[src/rtl/fsep_defs.vh]
// fsep_defs.vh: constants for the flash sector erase / protect control block
// assumes: included by the design files of this block only
`ifndef FSEP_DEFS_VH
`define FSEP_DEFS_VH
// apb register byte offsets
`define FSEP_OFF_CTRL 12'h000
`define FSEP_OFF_CFG1 12'h004
`define FSEP_OFF_STAT2 12'h008
`define FSEP_OFF_BANK 12'h00c
`define FSEP_OFF_IRQ_STAT 12'h010
`define FSEP_OFF_IRQ_MASK 12'h014
`define FSEP_OFF_STATUS 12'h018
`define FSEP_OFF_PROT_LO 12'h01c
`define FSEP_OFF_PROT_HI 12'h020
// config_reg_one fields
`define FSEP_CR1_FREEZE 0
`define FSEP_CR1_PARAM_PLACE 2
`define FSEP_CR1_PROT_ORIGIN 5
// status_reg_two fields
`define FSEP_SR2_PAGE512 6
`define FSEP_SR2_UNIFORM 7
// ctrl register fields
`define FSEP_CTRL_BP_LO 2
`define FSEP_CTRL_BP_HI 4
`define FSEP_CTRL_SECT256 8
`define FSEP_CTRL_RESET_PIN 9
`define FSEP_CTRL_OTP_LOCK 10
`define FSEP_CTRL_FAIL_INJ 11
// irq status bits
`define FSEP_IRQ_DONE 0
`define FSEP_IRQ_ERASE_ERR 1
`define FSEP_IRQ_PROG_ERR 2
`define FSEP_IRQ_RESET 3
// reset values
`define FSEP_CR1_RST 8'h00
`define FSEP_SR2_RST 8'h00
`define FSEP_CTRL_RST 12'h000
// instruction codes
`define FSEP_OP_PP 8'h02
`define FSEP_OP_SE4K 8'h20
`define FSEP_OP_ERASE8K 8'h40
`define FSEP_OP_SE64K 8'hd8
`define FSEP_OP_BANK_WR 8'h17
`define FSEP_OP_LEGACY_PD 8'hb9
`define FSEP_OP_OTP_PROG 8'h42
// geometry, 4-KB = 12 address bits, 64-KB = 16, 256-KB = 18, 16 param sectors
`define FSEP_SMALL_BITS 5'h0c
`define FSEP_MID_BITS 5'h10
`define FSEP_LARGE_BITS 5'h12
`define FSEP_PARAM_COUNT 16
// busy time of a modelled embedded operation in pclk cycles
`define FSEP_OP_CYCLES 16'd64
`endif

[src/rtl/fsep_ctrl.v]
// fsep_ctrl.v: command-level control of a serial nor flash: instruction
// decode, geometry-checked erase, protection freeze, bank address, errors
// assumes: apb master on pclk; spi pins sampled by pclk (sclk far slower)
//
// Added by the designer: the address map and register access over APB.
`timescale 1ns/1ps
`default_nettype none
`include "fsep_defs.vh"
module fsep_ctrl #(
  parameter ADDR_W = 32
) (
  // apb
  input wire pclk,
  input wire presetn,
  input wire psel,
  input wire penable,
  input wire pwrite,
  input wire [11:0] paddr,
  input wire [31:0] pwdata,
  output reg [31:0] prdata,
  output reg pready,
  output reg pslverr,
  // spi pins
  input wire spi_sclk,
  input wire spi_cs_n,
  input wire spi_si,
  input wire spi_reset_n,
  input wire serial_io_three,
  // interrupt and status
  output reg irq,
  output reg busy
);
  // ****************************************************************
  // pin synchronisation
  // ****************************************************************
  wire [4:0] pin_s;
  // flops start at each pin's idle level, so no false edge follows reset
  fsep_sync #(
    .W(5),
    .RST(5'h0b)
  ) u_sync (
    .pclk(pclk),
    .presetn(presetn),
    .d({spi_sclk, spi_cs_n, spi_si, spi_reset_n, serial_io_three}),
    .q(pin_s)
  );
  wire sclk_s = pin_s[4];
  wire cs_n_s = pin_s[3];
  wire si_s = pin_s[2];
  wire rst_pin_s = pin_s[1];
  wire io3_s = pin_s[0];

  // ****************************************************************
  // registers
  // ****************************************************************
  reg [11:0] ctrl_reg;
  reg [7:0] config_reg_one;
  reg [7:0] status_reg_two;
  reg [7:0] bank_reg;
  reg [3:0] irq_stat_reg;
  reg [3:0] irq_mask_reg;
  reg [ADDR_W-1:0] prot_lo_reg;
  reg [ADDR_W-1:0] prot_hi_reg;
  reg sclk_d_reg;
  reg cs_d_reg;
  reg [5:0] bit_cnt_reg;
  reg [39:0] shift_reg;
  reg [15:0] op_cnt_reg;
  reg erased_small_reg;
  reg [7:0] last_op_reg;
  reg [ADDR_W-1:0] last_lo_reg;
  reg [ADDR_W-1:0] last_hi_reg;
  reg hw_reset_d_reg;

  wire frozen = config_reg_one[`FSEP_CR1_FREEZE];
  wire uniform = status_reg_two[`FSEP_SR2_UNIFORM];
  wire sect256 = ctrl_reg[`FSEP_CTRL_SECT256];
  wire param_top = config_reg_one[`FSEP_CR1_PARAM_PLACE];
  // reset source: dedicated pin, or serial_io_three when strapped so
  wire hw_reset = ctrl_reg[`FSEP_CTRL_RESET_PIN] ? !io3_s : !rst_pin_s;

  // ****************************************************************
  // apb access
  // ****************************************************************
  wire wr = psel && penable && pwrite;
  wire rd_setup = psel && !penable && !pwrite;
  wire mapped = (paddr <= `FSEP_OFF_PROT_HI) && (paddr[1:0] == 2'b00);

  // ****************************************************************
  // spi command capture
  // ****************************************************************
  wire sclk_rise = sclk_s && !sclk_d_reg;
  wire cmd_end = cs_n_s && !cs_d_reg;
  // instruction is the first byte, address after it
  wire [39:0] op_shift = shift_reg >> (bit_cnt_reg - 6'd8);
  wire [7:0] opcode = op_shift[7:0];
  wire four_byte = (bit_cnt_reg == 6'd40);
  // bank register supplies upper bits for 24-bit commands
  wire [31:0] raw_addr = four_byte ? shift_reg[31:0] : {bank_reg, shift_reg[23:0]};
  wire [ADDR_W-1:0] cmd_addr = raw_addr[ADDR_W-1:0];

  function in_param;
    input [ADDR_W-1:0] a;
    input top;
    begin
      // sixteen 4-KB sectors at top or bottom
      if (top)
        in_param = (a >> (`FSEP_SMALL_BITS + 5'h04)) ==
          ({ADDR_W{1'b1}} >> (`FSEP_SMALL_BITS + 5'h04));
      else
        in_param = (a >> (`FSEP_SMALL_BITS + 5'h04)) == {ADDR_W{1'b0}};
    end
  endfunction

  function [ADDR_W-1:0] align_dn;
    input [ADDR_W-1:0] a;
    input [4:0] bits;
    begin
      align_dn = (a >> bits) << bits;
    end
  endfunction

  // decide erase or page span; span_ok low means refused
  reg [4:0] span_bits;
  reg span_ok;
  always @* begin
    span_bits = 5'd0;
    span_ok = 1'b0;
    case (opcode)
      `FSEP_OP_SE4K: begin
        // only parameter sectors, hybrid only
        span_bits = `FSEP_SMALL_BITS;
        span_ok = !uniform && in_param(cmd_addr, param_top);
      end
      `FSEP_OP_SE64K: begin
        if (uniform || sect256) begin
          // 256-KB erase replaces 64-KB erase
          span_bits = `FSEP_LARGE_BITS;
          span_ok = 1'b1;
        end else begin
          // on parameter region this clears the sixteen small sectors
          span_bits = `FSEP_MID_BITS;
          span_ok = 1'b1;
        end
      end
      `FSEP_OP_PP: begin
        // page of 512 or 256 bytes
        span_bits = status_reg_two[`FSEP_SR2_PAGE512] ? 5'd9 : 5'd8;
        span_ok = 1'b1;
      end
      default: begin
        span_bits = 5'd0;
        span_ok = 1'b0;
      end
    endcase
  end

  wire [ADDR_W-1:0] span_lo = align_dn(cmd_addr, span_bits);
  wire [ADDR_W-1:0] span_hi = span_lo + ((({{(ADDR_W-1){1'b0}}, 1'b1}) << span_bits) - 1'b1);
  wire hits_prot = (span_lo <= prot_hi_reg) && (span_hi >= prot_lo_reg);
  wire is_erase = (opcode == `FSEP_OP_SE4K) || (opcode == `FSEP_OP_SE64K);
  wire is_prog = (opcode == `FSEP_OP_PP);
  wire otp_blocked = (opcode == `FSEP_OP_OTP_PROG) && (frozen || ctrl_reg[`FSEP_CTRL_OTP_LOCK]);
  wire fail = ctrl_reg[`FSEP_CTRL_FAIL_INJ];
  // a frame that ends while an operation runs is dropped
  wire cmd_valid = cmd_end && (bit_cnt_reg >= 6'd8) && !busy;
  wire start_op = cmd_valid && (is_erase || is_prog) && span_ok && !hits_prot && !fail;
  // protected target or internal failure: error, nothing done
  wire err_op = cmd_valid && (((is_erase || is_prog) && (hits_prot || fail)) || otp_blocked);

  // ****************************************************************
  // main sequential logic
  // ****************************************************************
  always @(posedge pclk or negedge presetn) begin
    if (!presetn) begin
      ctrl_reg <= `FSEP_CTRL_RST;
      config_reg_one <= `FSEP_CR1_RST;
      status_reg_two <= `FSEP_SR2_RST;
      bank_reg <= 8'h00;
      irq_stat_reg <= 4'h0;
      irq_mask_reg <= 4'h0;
      prot_lo_reg <= {ADDR_W{1'b1}};
      prot_hi_reg <= {ADDR_W{1'b0}};
      sclk_d_reg <= 1'b0;
      cs_d_reg <= 1'b1;
      bit_cnt_reg <= 6'd0;
      shift_reg <= 40'h0;
      op_cnt_reg <= 16'd0;
      busy <= 1'b0;
      erased_small_reg <= 1'b0;
      last_op_reg <= 8'h00;
      last_lo_reg <= {ADDR_W{1'b0}};
      last_hi_reg <= {ADDR_W{1'b0}};
      hw_reset_d_reg <= 1'b0;
      irq <= 1'b0;
      prdata <= 32'h0;
      pready <= 1'b0;
      pslverr <= 1'b0;
    end else begin
      sclk_d_reg <= sclk_s;
      cs_d_reg <= cs_n_s;
      // onset of a pin reset raises its status bit once
      hw_reset_d_reg <= hw_reset;
      pready <= psel && !penable;
      pslverr <= psel && !penable && !mapped;
      if (rd_setup) begin
        case (paddr)
          `FSEP_OFF_CTRL: prdata <= {20'h0, ctrl_reg};
          `FSEP_OFF_CFG1: prdata <= {24'h0, config_reg_one};
          `FSEP_OFF_STAT2: prdata <= {24'h0, status_reg_two};
          `FSEP_OFF_BANK: prdata <= {24'h0, bank_reg};
          `FSEP_OFF_IRQ_STAT: prdata <= {28'h0, irq_stat_reg};
          `FSEP_OFF_IRQ_MASK: prdata <= {28'h0, irq_mask_reg};
          `FSEP_OFF_STATUS: prdata <= {15'h0, erased_small_reg, last_op_reg, 7'h0, busy};
          `FSEP_OFF_PROT_LO: prdata <= last_lo_reg;
          `FSEP_OFF_PROT_HI: prdata <= last_hi_reg;
          default: prdata <= 32'h0;
        endcase
      end
      // hardware reset returns volatile command state
      if (hw_reset) begin
        bit_cnt_reg <= 6'd0;
        busy <= 1'b0;
        op_cnt_reg <= 16'd0;
        bank_reg <= 8'h00;
      end else begin
        if (!cs_n_s && sclk_rise && (bit_cnt_reg != 6'd40)) begin
          shift_reg <= {shift_reg[38:0], si_s};
          bit_cnt_reg <= bit_cnt_reg + 6'd1;
        end
        if (cmd_end)
          bit_cnt_reg <= 6'd0;
        // legacy power-down code reaches the bank register, never sleeps
        // a 16-bit frame carries one data byte after the opcode
        if (cmd_valid && (opcode == `FSEP_OP_LEGACY_PD || opcode == `FSEP_OP_BANK_WR)
            && bit_cnt_reg == 6'd16)
          bank_reg <= shift_reg[7:0];
        // 8-KB erase code falls to default: no action
        if (start_op) begin
          busy <= 1'b1;
          op_cnt_reg <= `FSEP_OP_CYCLES;
          last_op_reg <= opcode;
          last_lo_reg <= span_lo;
          last_hi_reg <= span_hi;
          erased_small_reg <= (opcode == `FSEP_OP_SE4K) ||
            ((opcode == `FSEP_OP_SE64K) && !uniform && !sect256 && in_param(cmd_addr, param_top));
        end else if (busy) begin
          op_cnt_reg <= op_cnt_reg - 16'd1;
          if (op_cnt_reg == 16'd1)
            busy <= 1'b0;
        end
      end
      if (wr && paddr == `FSEP_OFF_CTRL) begin
        // block protect bits frozen
        ctrl_reg <= frozen ? {pwdata[11:5], ctrl_reg[4:2], pwdata[1:0]} : pwdata[11:0];
        // otp lock cannot be released while frozen
        if (frozen)
          ctrl_reg[`FSEP_CTRL_OTP_LOCK] <= ctrl_reg[`FSEP_CTRL_OTP_LOCK];
      end
      if (wr && paddr == `FSEP_OFF_CFG1) begin
        // freeze locks placement and origin bits and stays set
        config_reg_one <= pwdata[7:0];
        if (frozen) begin
          config_reg_one[`FSEP_CR1_FREEZE] <= 1'b1;
          config_reg_one[`FSEP_CR1_PARAM_PLACE] <= param_top;
          config_reg_one[`FSEP_CR1_PROT_ORIGIN] <= config_reg_one[`FSEP_CR1_PROT_ORIGIN];
        end
      end
      if (wr && paddr == `FSEP_OFF_STAT2)
        status_reg_two <= pwdata[7:0];
      if (wr && paddr == `FSEP_OFF_BANK)
        bank_reg <= pwdata[7:0];
      if (wr && paddr == `FSEP_OFF_IRQ_MASK)
        irq_mask_reg <= pwdata[3:0];
      if (wr && paddr == `FSEP_OFF_PROT_LO && !frozen)
        prot_lo_reg <= pwdata[ADDR_W-1:0];
      if (wr && paddr == `FSEP_OFF_PROT_HI && !frozen)
        prot_hi_reg <= pwdata[ADDR_W-1:0];
      // write one clears, a simultaneous event wins
      irq_stat_reg <= (irq_stat_reg & ~((wr && paddr == `FSEP_OFF_IRQ_STAT) ? pwdata[3:0] : 4'h0))
        | {hw_reset && !hw_reset_d_reg,
           err_op && !is_erase,
           err_op && is_erase,
           busy && op_cnt_reg == 16'd1};
      irq <= |(irq_stat_reg & irq_mask_reg);
    end
  end
endmodule
`default_nettype wire

[src/rtl/fsep_sync.v]
// fsep_sync.v: two-flop synchroniser for pin inputs
// assumes: inputs arrive from outside the pclk domain
`timescale 1ns/1ps
`default_nettype none
module fsep_sync #(
  parameter W = 1,
  // value after reset, the idle level of each pin
  parameter [W-1:0] RST = {W{1'b0}}
) (
  // clock and reset
  input wire pclk,
  input wire presetn,
  // data
  input wire [W-1:0] d,
  output reg [W-1:0] q
);
  reg [W-1:0] meta_reg;
  always @(posedge pclk or negedge presetn) begin
    if (!presetn) begin
      meta_reg <= RST;
      q <= RST;
    end else begin
      meta_reg <= d;
      q <= meta_reg;
    end
  end
endmodule
`default_nettype wire

[config.mk]
export PLATFORM = sky130hd
export DESIGN_NAME = fsep_ctrl
export DESIGN_NICKNAME = d
export VERILOG_FILES = /design/src/rtl/fsep_ctrl.v /design/src/rtl/fsep_sync.v
export VERILOG_INCLUDE_DIRS = /design/src /design/src/rtl
export SDC_FILE = /design/constraint.sdc
export NUM_CORES = 1
export LEC_CHECK = 0
export BUFFER_PORTS_ARGS = -buffer_cell sky130_fd_sc_hd__buf_2
export CORE_MARGIN = 3
export CORE_UTILIZATION = 57
export DETAILED_ROUTE_END_ITERATION = 8
export PLACE_DENSITY = 0.78
export REMOVE_ABC_BUFFERS = 1
export SLEW_MARGIN = 20
export SYNTH_ARGS = -nofsm -noshare
export SYNTH_HDL_FRONTEND = slang
export SYNTH_HIERARCHICAL = 1
export SYNTH_SLANG_ARGS = --single-unit
export TNS_END_PERCENT = 20
[constraint.sdc]
create_clock -name pclk -period 10.09 [get_ports pclk]
set_clock_uncertainty 0.1 [all_clocks]
set_input_delay 1.5135 -clock pclk [delete_from_list [all_inputs] [get_ports pclk]]
set_output_delay 1.5135 -clock pclk [all_outputs]
set_load 0.005 [all_outputs]
; Yosys cells after proc, flatten, opt, wreduce, memory -nomap -nowiden
; Cells that the tools add are included.
[totals]
reg_bits = 292
inputBits = 54
output_inout_bits = 36
wordCells = 167
[classes]
add_sub_neg = 5
order_cmp = 4
n_eq_ne = 19
shift = 4
muxes = 26
bitwise = 6
reduce_logical = 76
[ops]
columns = operator, count
row1 = 32-bit case mux with 9 select lines, 1
row2 = 12-bit by 5-bit equality test with 1-bit output (second input constant), 4
row3 = 16-bit two-way mux, 3
row4 = 1-bit logical AND, 40
row5 = 40-bit by 6-bit right shift with 8-bit output, 1
row6 = 32-bit adder, 1
row7 = 32-bit greater-or-equal comparator, 1
row8 = 32-bit <= comparator, 1
row9 = 32-bit logical NOT, 1
row10 = 32-bit two-way mux, 1
row11 = 1-bit by 5-bit << shifter with 32-bit output (first input constant), 1
row12 = 32-bit by 5-bit << shifter with 32-bit output, 1
row13 = 32-bit by 5-bit right shift with 32-bit output, 1
row14 = 32-bit by 1-bit subtractor with 32-bit output (second input constant), 1
row15 = 12-bit by 4-bit equality test with 1-bit output (second input constant), 2
row16 = 8-bit two-way mux, 3
row17 = 6-bit two-way mux, 3
row18 = 16-bit by 1-bit equality test with 1-bit output (second input constant), 1
row19 = 16-bit equality test (second input constant), 1
row20 = 8-bit equality test (second input constant), 2
row21 = 1-bit logical NOT, 16
row22 = 16-bit by 1-bit subtractor with 16-bit output (second input constant), 1
row23 = 5-bit case mux with 3 select lines, 1
row24 = 12-bit by 3-bit equality test with 1-bit output (second input constant), 1
row25 = 27 further kinds, 51

; Logic depth before layout (Yosys ltp)
; Gate-level depths: netlist (run 1).
[depth]
word_depth = 16
depth_mapped = 49
depth_no_buf = 45

; By module
; The synthesis (run 1) kept the hierarchy.
[by_module_without_submodules]
columns = module, instances, cells_each, area_per_inst_um2, seq_area_each_um2
row1 = fsep_ctrl, 1, 1877, 18879.4, 7098.1
row2 = fsep_sync, 1, 10, 257.7, 257.7

; Worst setup path after synthesis (run 1)
; Ideal clock, no wire load.
[synth_timing]
path_type = register -> register
startpoint = register bit_cnt_reg[3]
endpoint = register last_op_reg[5]
setup_time_ns = 0.128
arrival_time_ns = 10.101
t_required_ns = 9.862
slack_ns = -0.238
path_stages_with_launch = 39
n_path_buf = 4
period_less_slack_ns = 10.328
cell_sequence = dfrtp_1 clkbuf_1 clkinv_1 ha_1 xnor2_2 nor3_1 and4_1 or4_1 nor4_4 nand3_2 nor2_1 inv_1 clkbuf_1 a31oi_1 o21ai_0 a21oi_1 nand4_1 ha_1 [3 not listed] o21bai_1 a21oi_1 o21ai_0 a221o_1 or3b_2 and4_1 o311ai_0 nor4_1 o31ai_1 nor2_1 xnor2_1 ha_1 a2111oi_0 a211oi_1 a2111oi_4 buf_6 buf_8 mux2_1
[synth_between]
elab_chain_len = 13
elab_cells_between_ends = 34
classes_between = add/sub: 3 / order compare: 3 / eq/ne: 5 / shift: 4 / mux: 5 / reduce/logical: 14
[synth_rtl]
columns = item, line
row1 = start: declaration, fsep_ctrl.v:66  ; reg [5:0] bit_cnt_reg;
row2 = start signal: assignment, fsep_ctrl.v:229  ; bit_cnt_reg <= bit_cnt_reg + 6'd1;
row3 = 6-bit by 4-bit subtractor with 6-bit output, fsep_ctrl.v:95  ; wire [39:0] op_shift = shift_reg >> (bit_cnt_reg - 6'd8);
row4 = 40-bit by 6-bit right shift with 8-bit output, fsep_ctrl.v:95
row5 = 8-bit by 2-bit equality test with 1-bit output (tied with other cells), fsep_ctrl.v:129  ; case (opcode)
row6 = 5-bit case mux with 3 select lines, fsep_ctrl.v:129
row7 = 32-bit by 5-bit right shift with 32-bit output or 1-bit by 5-bit << shifter with 32-bit output (tied branches), "fsep_ctrl.v:119, fsep_ctrl.v:159"
row8 = 32-bit by 5-bit << shifter with 32-bit output or 32-bit by 1-bit subtractor with 32-bit output (tied branches), "fsep_ctrl.v:119, fsep_ctrl.v:159"
row9 = 32-bit adder (*), fsep_ctrl.v:159  ; wire [ADDR_W-1:0] span_hi = span_lo + ((({{(ADDR_W-1){1'b0}}, 1'b1}) << span_bits) - 1'b1);
row10 = net span_hi[29], fsep_ctrl.v:159
row11 = 32-bit greater-or-equal comparator (*), fsep_ctrl.v:160  ; wire hits_prot = (span_lo <= prot_hi_reg) && (span_hi >= prot_lo_reg);
row12 = 1-bit logical AND (*), fsep_ctrl.v:160
row13 = 1-bit logical NOT (*), fsep_ctrl.v:167  ; wire start_op = cmd_valid && (is_erase || is_prog) && span_ok && !hits_prot && !fail;
row14 = 1-bit logical AND (*) (2 in series), fsep_ctrl.v:167
row15 = 2-bit AND reduction (no source line) (*), -
row16 = end signal: assignment, fsep_ctrl.v:242  ; last_op_reg <= opcode;
row17 = end: declaration, fsep_ctrl.v:70  ; reg [7:0] last_op_reg;
; The timed path passes the listed nets; every way through them passes the cells marked *. The select of a mux whose other input is x is not followed.
; A chain may end at the register's enable or synchronous reset.

; Worst setup path in the final report (run 1)
[layout_timing]
startpoint = register bit_cnt_reg[1]
endpoint = register last_hi_reg[28]
[layout_between]
elab_chain_len = 13
elab_cells_between_ends = 34
classes_between = add/sub: 3 / order compare: 3 / eq/ne: 5 / shift: 4 / mux: 5 / reduce/logical: 14
[layout_rtl]
columns = item, line
row1 = 6-bit by 4-bit subtractor with 6-bit output, fsep_ctrl.v:95
row2 = 40-bit by 6-bit right shift with 8-bit output, fsep_ctrl.v:95
row3 = 8-bit by 2-bit equality test with 1-bit output (tied with other cells), fsep_ctrl.v:129
row4 = 5-bit case mux with 3 select lines, fsep_ctrl.v:129
row5 = 32-bit by 5-bit right shift with 32-bit output or 1-bit by 5-bit << shifter with 32-bit output (tied branches), "fsep_ctrl.v:119, fsep_ctrl.v:159"
row6 = 32-bit by 5-bit << shifter with 32-bit output or 32-bit by 1-bit subtractor with 32-bit output (tied branches), "fsep_ctrl.v:119, fsep_ctrl.v:159"
row7 = 32-bit adder (*), fsep_ctrl.v:159
row8 = net span_hi[17], fsep_ctrl.v:159
row9 = 32-bit greater-or-equal comparator (*), fsep_ctrl.v:160
row10 = 1-bit logical AND (*), fsep_ctrl.v:160
row11 = 1-bit logical NOT (*), fsep_ctrl.v:167
row12 = 1-bit logical AND (*) (2 in series), fsep_ctrl.v:167
row13 = 2-bit AND reduction (no source line) (*), -
row14 = end signal: assignment, fsep_ctrl.v:193  ; last_hi_reg <= {ADDR_W{1'b0}};
row15 = end signal: assignment, fsep_ctrl.v:244  ; last_hi_reg <= span_hi;
row16 = end: declaration, fsep_ctrl.v:72  ; reg [ADDR_W-1:0] last_hi_reg;
; Marked as above.

==> results of run 1 <==
## final timing paths
path	startpoint	end	slack [ps]
setup / recovery	bit_cnt_reg[1]	last_hi_reg[28]	300
hold / removal	u_sync/meta_reg[4]	u_sync/q[4]	250
setup reg to reg	bit_cnt_reg[1]	last_hi_reg[28]	300
hold reg to reg	u_sync/meta_reg[4]	u_sync/q[4]	250
max in group asynchronous	presetn	status_reg_two[0]	7390
min in group asynchronous	presetn	prdata[18]	890
## timing repair
item / in CTS / in global routing
pin swaps: 0 / 23
setup endpoints to repair: 62 / 92
hold buffers: 0 / 0
gates resized for setup: 2 / 60
cloned: 0 / 3
setup buffers: 3 / 17
## routing by layer
layer	GRT usage [%]	part of all wire [%]	wire length, µm	up-vias
met5	0	0	0	-
met4	10.09	3.5	1921	0
met3	4.814	7.4	4122	131
met2	49.15	46	25780	664
met1	42.05	43	23650	7877
li1	-	-	-	7168
## where the power goes
group | internal, mW | switching [mW]
clock network | 0.710 | 0.480
logic | 0.213 | 0.282
registers | 1.21 | 0.0302
## final cells by class
class | instances | area (µm²) | area share [%]
multi-input cells | 1335 | 10940 | 49.16
clock inverters | 16 | 215.2 | 0.9674
clock buffers | 39 | 835.8 | 3.757
inverters | 183 | 686.9 | 3.088
flip-flops and latches | 292 | 7358 | 33.08
well taps | 442 | 553.0 | 2.486
repair buffers | 228 | 1662 | 7.469
## Yosys cell counts, drive strengths merged (19+ instances only)
library cell	n
dfrtp	253
mux2	197
inv	180
nand2	128
ha	125
nor2	117
o21ai	91
a21oi	81
clkbuf	60
nor3	54
a22oi	39
dfstp	39
buf	38
nand3	38
xnor2	35
mux2i	34
mux4	28
nor2b	24
nor4	22
o22ai	22
nand2b	21
a21o	20
nand4	20
a31oi	19
## stage by stage
stage	instances	power [mW]	util, %	instance area (µm²)
2_1_floorplan	1810	1.548	-	18710
3_3_place_gp	2457	1.708	63.09	20680
3_5_place_dp	2457	1.725	63.11	20690
4_1_cts	2515	2.919	66.41	21770
5_1_grt	2535	3.056	67.86	22250
6_report	2535	2.930	67.86	22250
## critical path, delay by kind of cell, from the launching register on
family                     cells  cell delay [ps]
AOI/OAI and AO/OA             20             3790
adders and majority gates      4             1200
xor gates and xnor gates       1              110
muxes                          5             1700
DFF                            1              420
buffers and inverters          7             1020
and+or+nand+nor               10             1280
## cell families (layout without fill, tap and decap cells)
logic type                 count (synthesis)  count (layout)  synth area share [%]
and+or+nand+nor                          478             478                 12.74
AOI/OAI and AO/OA                        401             401                 14.68
DFF                                      292             292                 38.44
buffers and inverters                    281             466                 6.231
muxes                                    259             259                 17.33
adders and majority gates                126             126                 8.277
xor gates and xnor gates                  49              49                 2.282
other                                      1              22               0.01960
==> impl_metrics.csv, run 1 <==
group,metric,value,unit
routing,drt_first_pass_iters,5,
worst_setup_path,setup.worst_path.start_class,"flip-flop",
routing,count_of_antenna_violating_nets_left_after_detailed_routing,0,
floorplan,ios,90,
global_routing,globalRoute.totalOverflow,0,
clock_tree,clock_tree.htree_level_count,1,
routing,dr.first_iter.drc_count,1262,
sta,min_period,9785,ps
sta,holdWs,248.7,ps
power,power_leakage,10.40,nW
floorplan,rows,66,
floorplan,fp.dieArea,0.03581,mm²
final_layout,nets,2250,
final_layout,layout.cells.most_common_list,"sky130_fd_sc_hd__dfrtp_1, sky130_fd_sc_hd__inv_1, sky130_fd_sc_hd__mux2_2",
sta,setup_viol,0,
floorplan,initial_standard_cell_utilization_of_the_core,58.37,%
routing,route.detailed.drc,0,
routing,via_count,15840,
worst_setup_path,r2r_cells,47,
worst_setup_path,endpoint_kind,"flip-flop",
yosys,synth.distinct_cells,96,
sta,finalWorstSetupSlack,304.6,ps
place,detailedPlace.worstSlack,-174.1,ps
yosys,number_of_standard_cells_after_synthesis,1887,
yosys,yosys-top-cells-area,"sky130_fd_sc_hd__dfrtp_1, sky130_fd_sc_hd__ha_1, sky130_fd_sc_hd__mux2_2, sky130_fd_sc_hd__dfstp_2, sky130_fd_sc_hd__inv_1",
worst_setup_path,critPathMaxFanout,18,
worst_hold_path,min_path_cells,0,
worst_setup_path,critical_path.slowest_cell,"sky130_fd_sc_hd__mux4_2",
yosys,netlist.area_leader.share,33.08,%
yosys,synth-warning-count,6,
sta,fin_crit_sh,96.98,%
worst_setup_path,crit_required,10440,ps
yosys,synth_area,0.01914,mm²
power,vdd_ir_drop_max,142.6,µV
worst_setup_path,critPathKind,"reg -> reg",
power,power_per_cell_area,131.7,mW/mm²
routing,wl_per_cell,21.88,µm
worst_setup_path,crit_top_cell,"sky130_fd_sc_hd__a21oi_2",
final_layout,final_layout_size_suffix_gt1_share,28.95,%
sta,hold_viol,0,
place,routabilityCongestion,1.013,
sta,worst_slew_margin_rel,24.20,%
worst_hold_path,holdCritPathClass,"reg -> reg",
worst_setup_path,worst-endpoint-arrival,10130,ps
flow_run,drv_cap,0,
final_layout,num_antenna_cells,0,
floorplan,coreArea,0.03278,mm²
place,hpwlAfterDp,40.08,mm
floorplan,die_width,189.2,µm
yosys,asyncSetResetFlopFracSynth,100.0,%
sta,max_slew.worst_pin.slew,1127,ps
clock_tree,clk_root_buffer_cell,"sky130_fd_sc_hd__clkbuf_16",
clock_tree,cts.clk_slew.worst_paths,60,ps
clock_tree,cts_buffers,30,
global_routing,number_of_antenna_violations_at_the_first_check_in_global_routing,0,
floorplan,die_h,189.2,µm
clock_tree,clk-insertion-delay-late,580,ps
routing,drt-total-wl,55.47,mm
yosys,synth.avg_cell_area,10.14,µm²
final_layout,syn2layout_area_growth,16.25,%
yosys,postSynthRegisterBits,292,
global_routing,grt_start_max_net_pins,112,
global_routing,grt_pass1_vias,15540,
sta,maxSlewViolCount,0,
clock_tree,numClockSinks,292,
run_status,status,"finished, final reports clean",
routing,route.detailed.vias_per_inst,6.249,
global_routing,grt_util_all_layers,30.35,%
yosys,ys_seq_area_share,38.44,%
sta,fin_tns_setup,0,ps
clock_tree,tritoncts,"built",
final_layout,largest_register_ff_count,40,
yosys,cell_accounting_for_the_most_synthesized_area,"sky130_fd_sc_hd__dfrtp_1",
final_layout,final_common_cell,"sky130_fd_sc_hd__dfrtp_1",
clock_tree,clock_path_buffers,3,
worst_setup_path,cp_slowest_stage_delay,530,ps
sta,clock.fmax,102.2,MHz
global_routing,first_pass_grt_wire_length,86.21,mm
final_layout,n_fill_cell,2542,
yosys,synth-edff-count,0,
place,placement.io_buffers,89,
yosys,synth_flop_cell,"sky130_fd_sc_hd__dfrtp_1",
Power figures use the tool's default switching activity.
==> run 2, diff against run 1 <==
--- a/config.mk
+++ b/config.mk
@@ -11,7 +11,6 @@
 export CORE_UTILIZATION = 57
 export DETAILED_ROUTE_END_ITERATION = 8
 export PLACE_DENSITY = 0.78
-export REMOVE_ABC_BUFFERS = 1
 export SLEW_MARGIN = 20
 export SYNTH_ARGS = -nofsm -noshare
 export SYNTH_HDL_FRONTEND = slang
==> impl_metrics.csv, run 2 (synthesis results as in run 1) <==
group,metric,value,unit
final_layout,nets,2307,
final_layout,layout.cells.most_common_list,"sky130_fd_sc_hd__dfrtp_1, sky130_fd_sc_hd__buf_4, sky130_fd_sc_hd__inv_1",
final_layout,syn2layout_area_growth,18.61,%
power,power_per_cell_area,130.2,mW/mm²
worst_hold_path,holdCritPathClass,"reg -> reg",
global_routing,grt_pass1_vias,16090,
power,power.clock.fraction,39.9,%
final_layout,final_common_cell,"sky130_fd_sc_hd__dfrtp_1",
power,p_switching,803.5,µW
clock_tree,clock_tree.htree_level_count,1,
final_layout,largest_register_ff_count,40,
sta,max_slew.worst_pin.slew,1180,ps
clock_tree,tritoncts,"built",
sta,hold_viol,0,
routing,drt-total-wl,58.50,mm
power,power_report.internal_total,2.151,mW
sta,worst_slew_margin_rel,20.63,%
sta,clock.fmax,101.2,MHz
final_layout,num_antenna_cells,0,
floorplan,coreArea,0.03278,mm²
floorplan,fp.dieArea,0.03581,mm²
global_routing,grt_util_all_layers,31.74,%
sta,holdWs,244.0,ps
floorplan,rows,66,
sta,fin_crit_sh,97.97,%
global_routing,grt_start_max_net_pins,85,
place,hpwlAfterDp,42.68,mm
clock_tree,cts_hold_buffers,0,
worst_setup_path,endpoint_kind,"flip-flop",
routing,dr.first_iter.drc_count,1259,
worst_setup_path,critical_path.slowest_cell,"sky130_fd_sc_hd__dfrtp_2",
place,placement.io_buffers,89,
floorplan,die_h,189.2,µm
place,placement.cell_area,0.02113,mm²
routing,count_of_antenna_violating_nets_left_after_detailed_routing,0,
clock_tree,clk_root_buffer_cell,"sky130_fd_sc_hd__clkbuf_16",
power,seq_power_share,42.1,%
final_layout,post_layout_nonfiller_instances,2594,
place,number_of_instances_in_the_placed_design,2516,
power,power.combinational.fraction,18.0,%
global_routing,globalRoute.totalOverflow,0,
floorplan,die_width,189.2,µm
floorplan,ios,90,
worst_setup_path,critical_path.top_delay_family,"compound AO/OA/AOI/OAI gates",
routing,route.detailed.drc,0,
worst_setup_path,crit_buf_inv,6,
final_layout,final_layout_size_suffix_gt1_share,30.39,%
final_layout,seqCellArea,0.007358,mm²
worst_setup_path,crit_required,10430,ps
place,routabilityCongestion,1.018,
worst_setup_path,critPathKind,"reg -> reg",
routing,wl_per_cell,22.55,µm
power,power_leakage,10.68,nW
clock_tree,clk-insertion-delay-late,580,ps
routing,via_count,16160,
final_layout,layout.cell_area.non_filler,0.02270,mm²
sta,maxSlewViolCount,0,
power,vdd_ir_drop_max,146.0,µV
final_layout,multi_input_comb_area,0.01093,mm²
floorplan,initial_standard_cell_utilization_of_the_core,58.37,%
worst_setup_path,setup.worst_path.start_class,"flip-flop",
global_routing,number_of_antenna_violations_at_the_first_check_in_global_routing,0,
clock_tree,cts_buffers,31,
power,switching_share,27.20,%
routing,drt_first_pass_iters,7,
flow_run,drv_cap,0,
sta,min_period,9886,ps
clock_tree,numClockSinks,292,
power,post-layout-total-power,2.954,mW
worst_setup_path,worst-endpoint-arrival,10220,ps
worst_setup_path,critPathMaxFanout,8,
global_routing,first_pass_grt_wire_length,89.97,mm
routing,route.detailed.vias_per_inst,6.230,
worst_setup_path,cp_slowest_stage_delay,530,ps
sta,setup_viol,0,
run_status,status,"finished, final reports clean",
clock_tree,clock_path_buffers,3,
clock_tree,cts.clk_slew.worst_paths,60,ps
final_layout,n_fill_cell,2515,
-- run 2: cell types whose count changed in the layout (fill, tap and decap cells not counted), sizes merged --
cell	delta
clkbuf	+6
bufinv	-1
inv	+1
clkinv	-1
buf	+54
-- run 2: routing by layer --
| layer | GRT usage, % | up-vias | part of all wire (%) |
|---|---|---|---|
| li1 | - | 7297 | - |
| met4 | 12.08 | 0 | 3.9 |
| met2 | 50.61 | 685 | 46 |
| met3 | 4.981 | 159 | 7.5 |
| met1 | 44.00 | 8020 | 43 |
| met5 | 0 | - | 0 |
-- run 2: final timing paths --
| path | start | end | slack [ps] | depth (start not counted) |
|---|---|---|---|---|
| max | bit_cnt_reg[1] | last_lo_reg[26] | 200 | 46 |
| min | u_sync/meta_reg[2] | u_sync/q[2] | 240 | 0 |
| max reg2reg | bit_cnt_reg[1] | last_lo_reg[26] | 200 | 46 |
| min reg2reg | u_sync/meta_reg[2] | u_sync/q[2] | 240 | 0 |
| max in group asynchronous | presetn | shift_reg[12] | 6810 | 3 |
| min in group asynchronous | presetn | prot_hi_reg[18] | 820 | 1 |
-- run 2: area by class of cell --
class | instances | share of cell area (%)
Inverter | 183 | 3.026
Tap cell | 442 | 2.436
Multi-Input combinational cell | 1335 | 48.17
Sequential cell | 292 | 32.42
Timing Repair Buffer | 284 | 9.294
Clock buffer | 43 | 3.793
Clock inverter | 15 | 0.8654
-- run 2: worst reg2reg max path, delay by kind of cell (launching register included) --
kind                     cells  cell delay, ps
flip-flops                   1             530
buffers and inverters        6             920
AO/OA/AOI/OAI               20            3940
adder cells (fa/ha/maj)      4            1160
AND/OR/NAND/NOR             10            1300
multiplexers                 5            1680
XOR/XNOR                     1             160
-- run 2: power groups by stage --
stage / Sequential [mW] / Clock, mW / Combinational [mW]
finish: 1.24 / 1.18 / 0.532
detailed placement: 1.26 / 0 / 0.492
global placement: 1.26 / 0 / 0.476
CTS: 1.24 / 1.19 / 0.500
global route: 1.25 / 1.25 / 0.579
floorplan: 1.26 / 0 / 0.291
-- run 2: what timing repair did --
action / in CTS / in global routing
resized for setup: 2 / 55
pin swaps: 1 / 28
gates cloned: 0 / 5
setup buffers: 2 / 13
endpoints found under the setup margin: 26 / 92
-- run 2: through the flow --
stage	setup WS (ps)	utilization, %	setup TNS, ps
6_report	204.4	69.24	0
5_1_grt	-93.09	69.24	-3283
4_1_cts	91.23	67.80	0
3_5_place_dp	-112.6	64.46	-503.3
3_3_place_gp	-26.33	64.45	-52.66
2_1_floorplan	64.58	-	0
==> run 3, diff against run 2 <==
--- a/config.mk
+++ b/config.mk
@@ -6,6 +6,7 @@
 export SDC_FILE = /design/constraint.sdc
 export NUM_CORES = 1
 export LEC_CHECK = 0
+export ABC_AREA = 1
 export BUFFER_PORTS_ARGS = -buffer_cell sky130_fd_sc_hd__buf_2
 export CORE_MARGIN = 3
 export CORE_UTILIZATION = 57
==> impl_metrics.csv, run 3 <==
group,metric,value,unit
run_status,status,"finished, final reports clean",
routing,wl_per_cell,19.63,µm
final_layout,n_fill_cell,2884,
yosys,synthTopCellsByCount,"sky130_fd_sc_hd__nand2_1, sky130_fd_sc_hd__inv_1, sky130_fd_sc_hd__dfrtp_1",
yosys,synth.area.mux_share,0.7044,%
yosys,asyncSetResetFlopFracSynth,100.0,%
floorplan,rows,66,
worst_hold_path,holdCritPathClass,"reg -> reg",
worst_setup_path,setup.worst_path.start_class,"flip-flop",
yosys,synth_xor_area_share,1.507,%
final_layout,multi_input_comb_area,0.01006,mm²
worst_setup_path,critPathMaxFanout,52,
clock_tree,cts.clk_slew.worst_paths,60,ps
clock_tree,clk_root_buffer_cell,"sky130_fd_sc_hd__clkbuf_16",
routing,dr.first_iter.drc_count,1786,
global_routing,number_of_antenna_violations_at_the_first_check_in_global_routing,0,
yosys,synth_top_family_by_area,"simple AND/OR/NAND/NOR gates",
routing,drt-total-wl,63.04,mm
clock_tree,cts_buffers,31,
clock_tree,clock_tree.htree_level_count,1,
routing,route.detailed.vias_per_inst,5.867,
final_layout,nets,2924,
clock_tree,clock_path_buffers,3,
sta,max_slew.worst_pin.slew,1005,ps
floorplan,initial_standard_cell_utilization_of_the_core,58.37,%
flow_run,drv_cap,0,
yosys,yosys.area_share.adder,8.257,%
yosys,compound_cell_area_share_of_the_yosys_netlist,14.82,%
worst_setup_path,critPathKind,"reg -> reg",
sta,clock.fmax,107.7,MHz
yosys,synth-simple-area-share,26.23,%
power,power_per_cell_area,139.9,mW/mm²
worst_setup_path,worst-endpoint-arrival,9630,ps
global_routing,first_pass_grt_wire_length,98.88,mm
yosys,synth.distinct_cells,58,
yosys,yosys-top-cells-area,"sky130_fd_sc_hd__dfrtp_1, sky130_fd_sc_hd__nand2_1, sky130_fd_sc_hd__ha_1, sky130_fd_sc_hd__inv_1, sky130_fd_sc_hd__o21ai_0",
sta,grt_setup_unrepaired,"no",
floorplan,die_h,189.5,µm
global_routing,globalRoute.totalOverflow,0,
final_layout,seqCellArea,0.007357,mm²
worst_setup_path,cp_slowest_stage_delay,420,ps
floorplan,coreArea,0.03287,mm²
power,vdd_ir_drop_max,137.3,µV
yosys,synth-warning-count,6,
yosys,number_of_standard_cells_after_synthesis,2624,
floorplan,die_width,189.5,µm
global_routing,grt_pass1_vias,18160,
clock_tree,cts_hold_buffers,0,
clock_tree,tritoncts,"built",
yosys,postSynthRegisterBits,292,
yosys,post-synth-top-count-cell,"sky130_fd_sc_hd__nand2_1",
final_layout,largest_register_ff_count,40,
floorplan,ios,90,
yosys,cell_accounting_for_the_most_synthesized_area,"sky130_fd_sc_hd__dfrtp_1",
place,placement.io_buffers,89,
power,power_leakage,10.93,nW
global_routing,grt_start_max_net_pins,174,
sta,hold_viol,0,
sta,worst_slew_margin_rel,33.02,%
final_layout,final_layout_size_suffix_gt1_share,12.42,%
clock_tree,clk-insertion-delay-late,580,ps
sta,fin_tns_setup,0,ps
sta,setup_viol,0,
routing,route.detailed.drc,0,
worst_setup_path,crit_top_cell,"sky130_fd_sc_hd__nand2_1",
yosys,ys_seq_area_share,38.34,%
floorplan,fp.dieArea,0.03590,mm²
place,routabilityCongestion,1.001,
final_layout,syn2layout_area_growth,12.72,%
final_layout,layout.cells.most_common_list,"sky130_fd_sc_hd__nand2_1, sky130_fd_sc_hd__inv_1, sky130_fd_sc_hd__dfrtp_1",
power,post-layout-total-power,3.025,mW
yosys,netlist.area_leader.share,33.00,%
yosys,synth.avg_cell_area,7.311,µm²
routing,count_of_antenna_violating_nets_left_after_detailed_routing,0,
routing,via_count,18840,
clock_tree,numClockSinks,292,
sta,fin_crit_sh,92.03,%
worst_setup_path,crit_required,10430,ps
global_routing,grt_util_all_layers,34.74,%
final_layout,final_common_cell,"sky130_fd_sc_hd__nand2_1",
routing,drt_first_pass_iters,5,
yosys,synth_flop_cell,"sky130_fd_sc_hd__dfrtp_1",
yosys,synth_area,0.01918,mm²
worst_setup_path,critical_path.slowest_cell,"sky130_fd_sc_hd__dfrtp_2",
place,hpwlAfterDp,46.50,mm
sta,maxSlewViolCount,0,
yosys,synth-edff-count,0,
final_layout,num_antenna_cells,0,
sta,min_period,9286,ps
worst_setup_path,endpoint_kind,"flip-flop",
==> run 3: critical path: cells and delay by family, from the launching register on <==
kind,cells,cell delay (ps)
adders and majority gates,4,1340
AOI/OAI and AO/OA,12,2080
xor gates and xnor gates,1,210
and+or+nand+nor,35,3850
DFF,1,420
buffers and inverters,8,1080
==> run 3: through the flow <==
stage                     instances  hold WS [ps]  setup WS (ps)  instance area, µm²  utilization (%)
after floorplan                2645         231.2           1286               19260                -
after global placement         3143         241.3          250.1               20350            61.92
after detailed placement       3143         238.0          200.4               20350            61.92
after CTS                      3201         255.7          15.15               21450            65.28
after global routing           3211         258.6          25.42               21620            65.79
final                          3211         254.3          803.7               21620            65.79
==> run 3: final timing paths <==
check | startpoint | endpoint | slack, ps | depth (start not counted)
max in group asynchronous | presetn | ctrl_reg[8] | 7570 | 2
min in group asynchronous | presetn | shift_reg[35] | 870 | 1
min reg2reg | u_sync/meta_reg[0] | u_sync/q[0] | 250 | 0
max reg2reg | bit_cnt_reg[3] | last_hi_reg[5] | 800 | 60
min | u_sync/meta_reg[0] | u_sync/q[0] | 250 | 0
max | bit_cnt_reg[3] | last_hi_reg[5] | 800 | 60
==> run 3: kinds of logic after synthesis <==
logic type                 Yosys count
AOI/OAI and AO/OA                  490
xor gates and xnor gates            33
adders and majority gates          126
buffers and inverters              483
DFF                                292
muxes                               12
other                                1
and+or+nand+nor                   1187
==> run 3: repair_timing <==
item / CTS / global route
resized for setup: 0 / 29
setup buffers: 0 / 8
endpoints found under the setup margin: 0 / 92
==> run 3: layout make-up <==
cell class | instances | share of cell area, %
clock inverters | 8 | 0.6770
inverters | 378 | 6.596
multi-input cells | 1871 | 46.53
well taps | 442 | 2.557
repair inverters | 1 | 0.02314
repair buffers | 169 | 5.167
flip-flops and latches | 292 | 34.02
clock buffers | 50 | 4.426
==> run 3: where the power goes <==
| part | internal (mW) | total, mW | switching (mW) |
|---|---|---|---|
| clock network | 0.747 | 1.23 | 0.482 |
| registers | 1.19 | 1.21 | 0.0247 |
| logic | 0.212 | 0.584 | 0.372 |
==> run 3: per-layer routing <==
| metal | up-vias | global-route usage [%] | part of all wire, % |
|---|---|---|---|
| met2 | 845 | 56.85 | 47 |
| met5 | - | 0 | 0 |
| met1 | 8993 | 47.73 | 42 |
| met3 | 164 | 4.906 | 7.8 |
| met4 | 0 | 11.69 | 3.5 |
| li1 | 8836 | - | - |
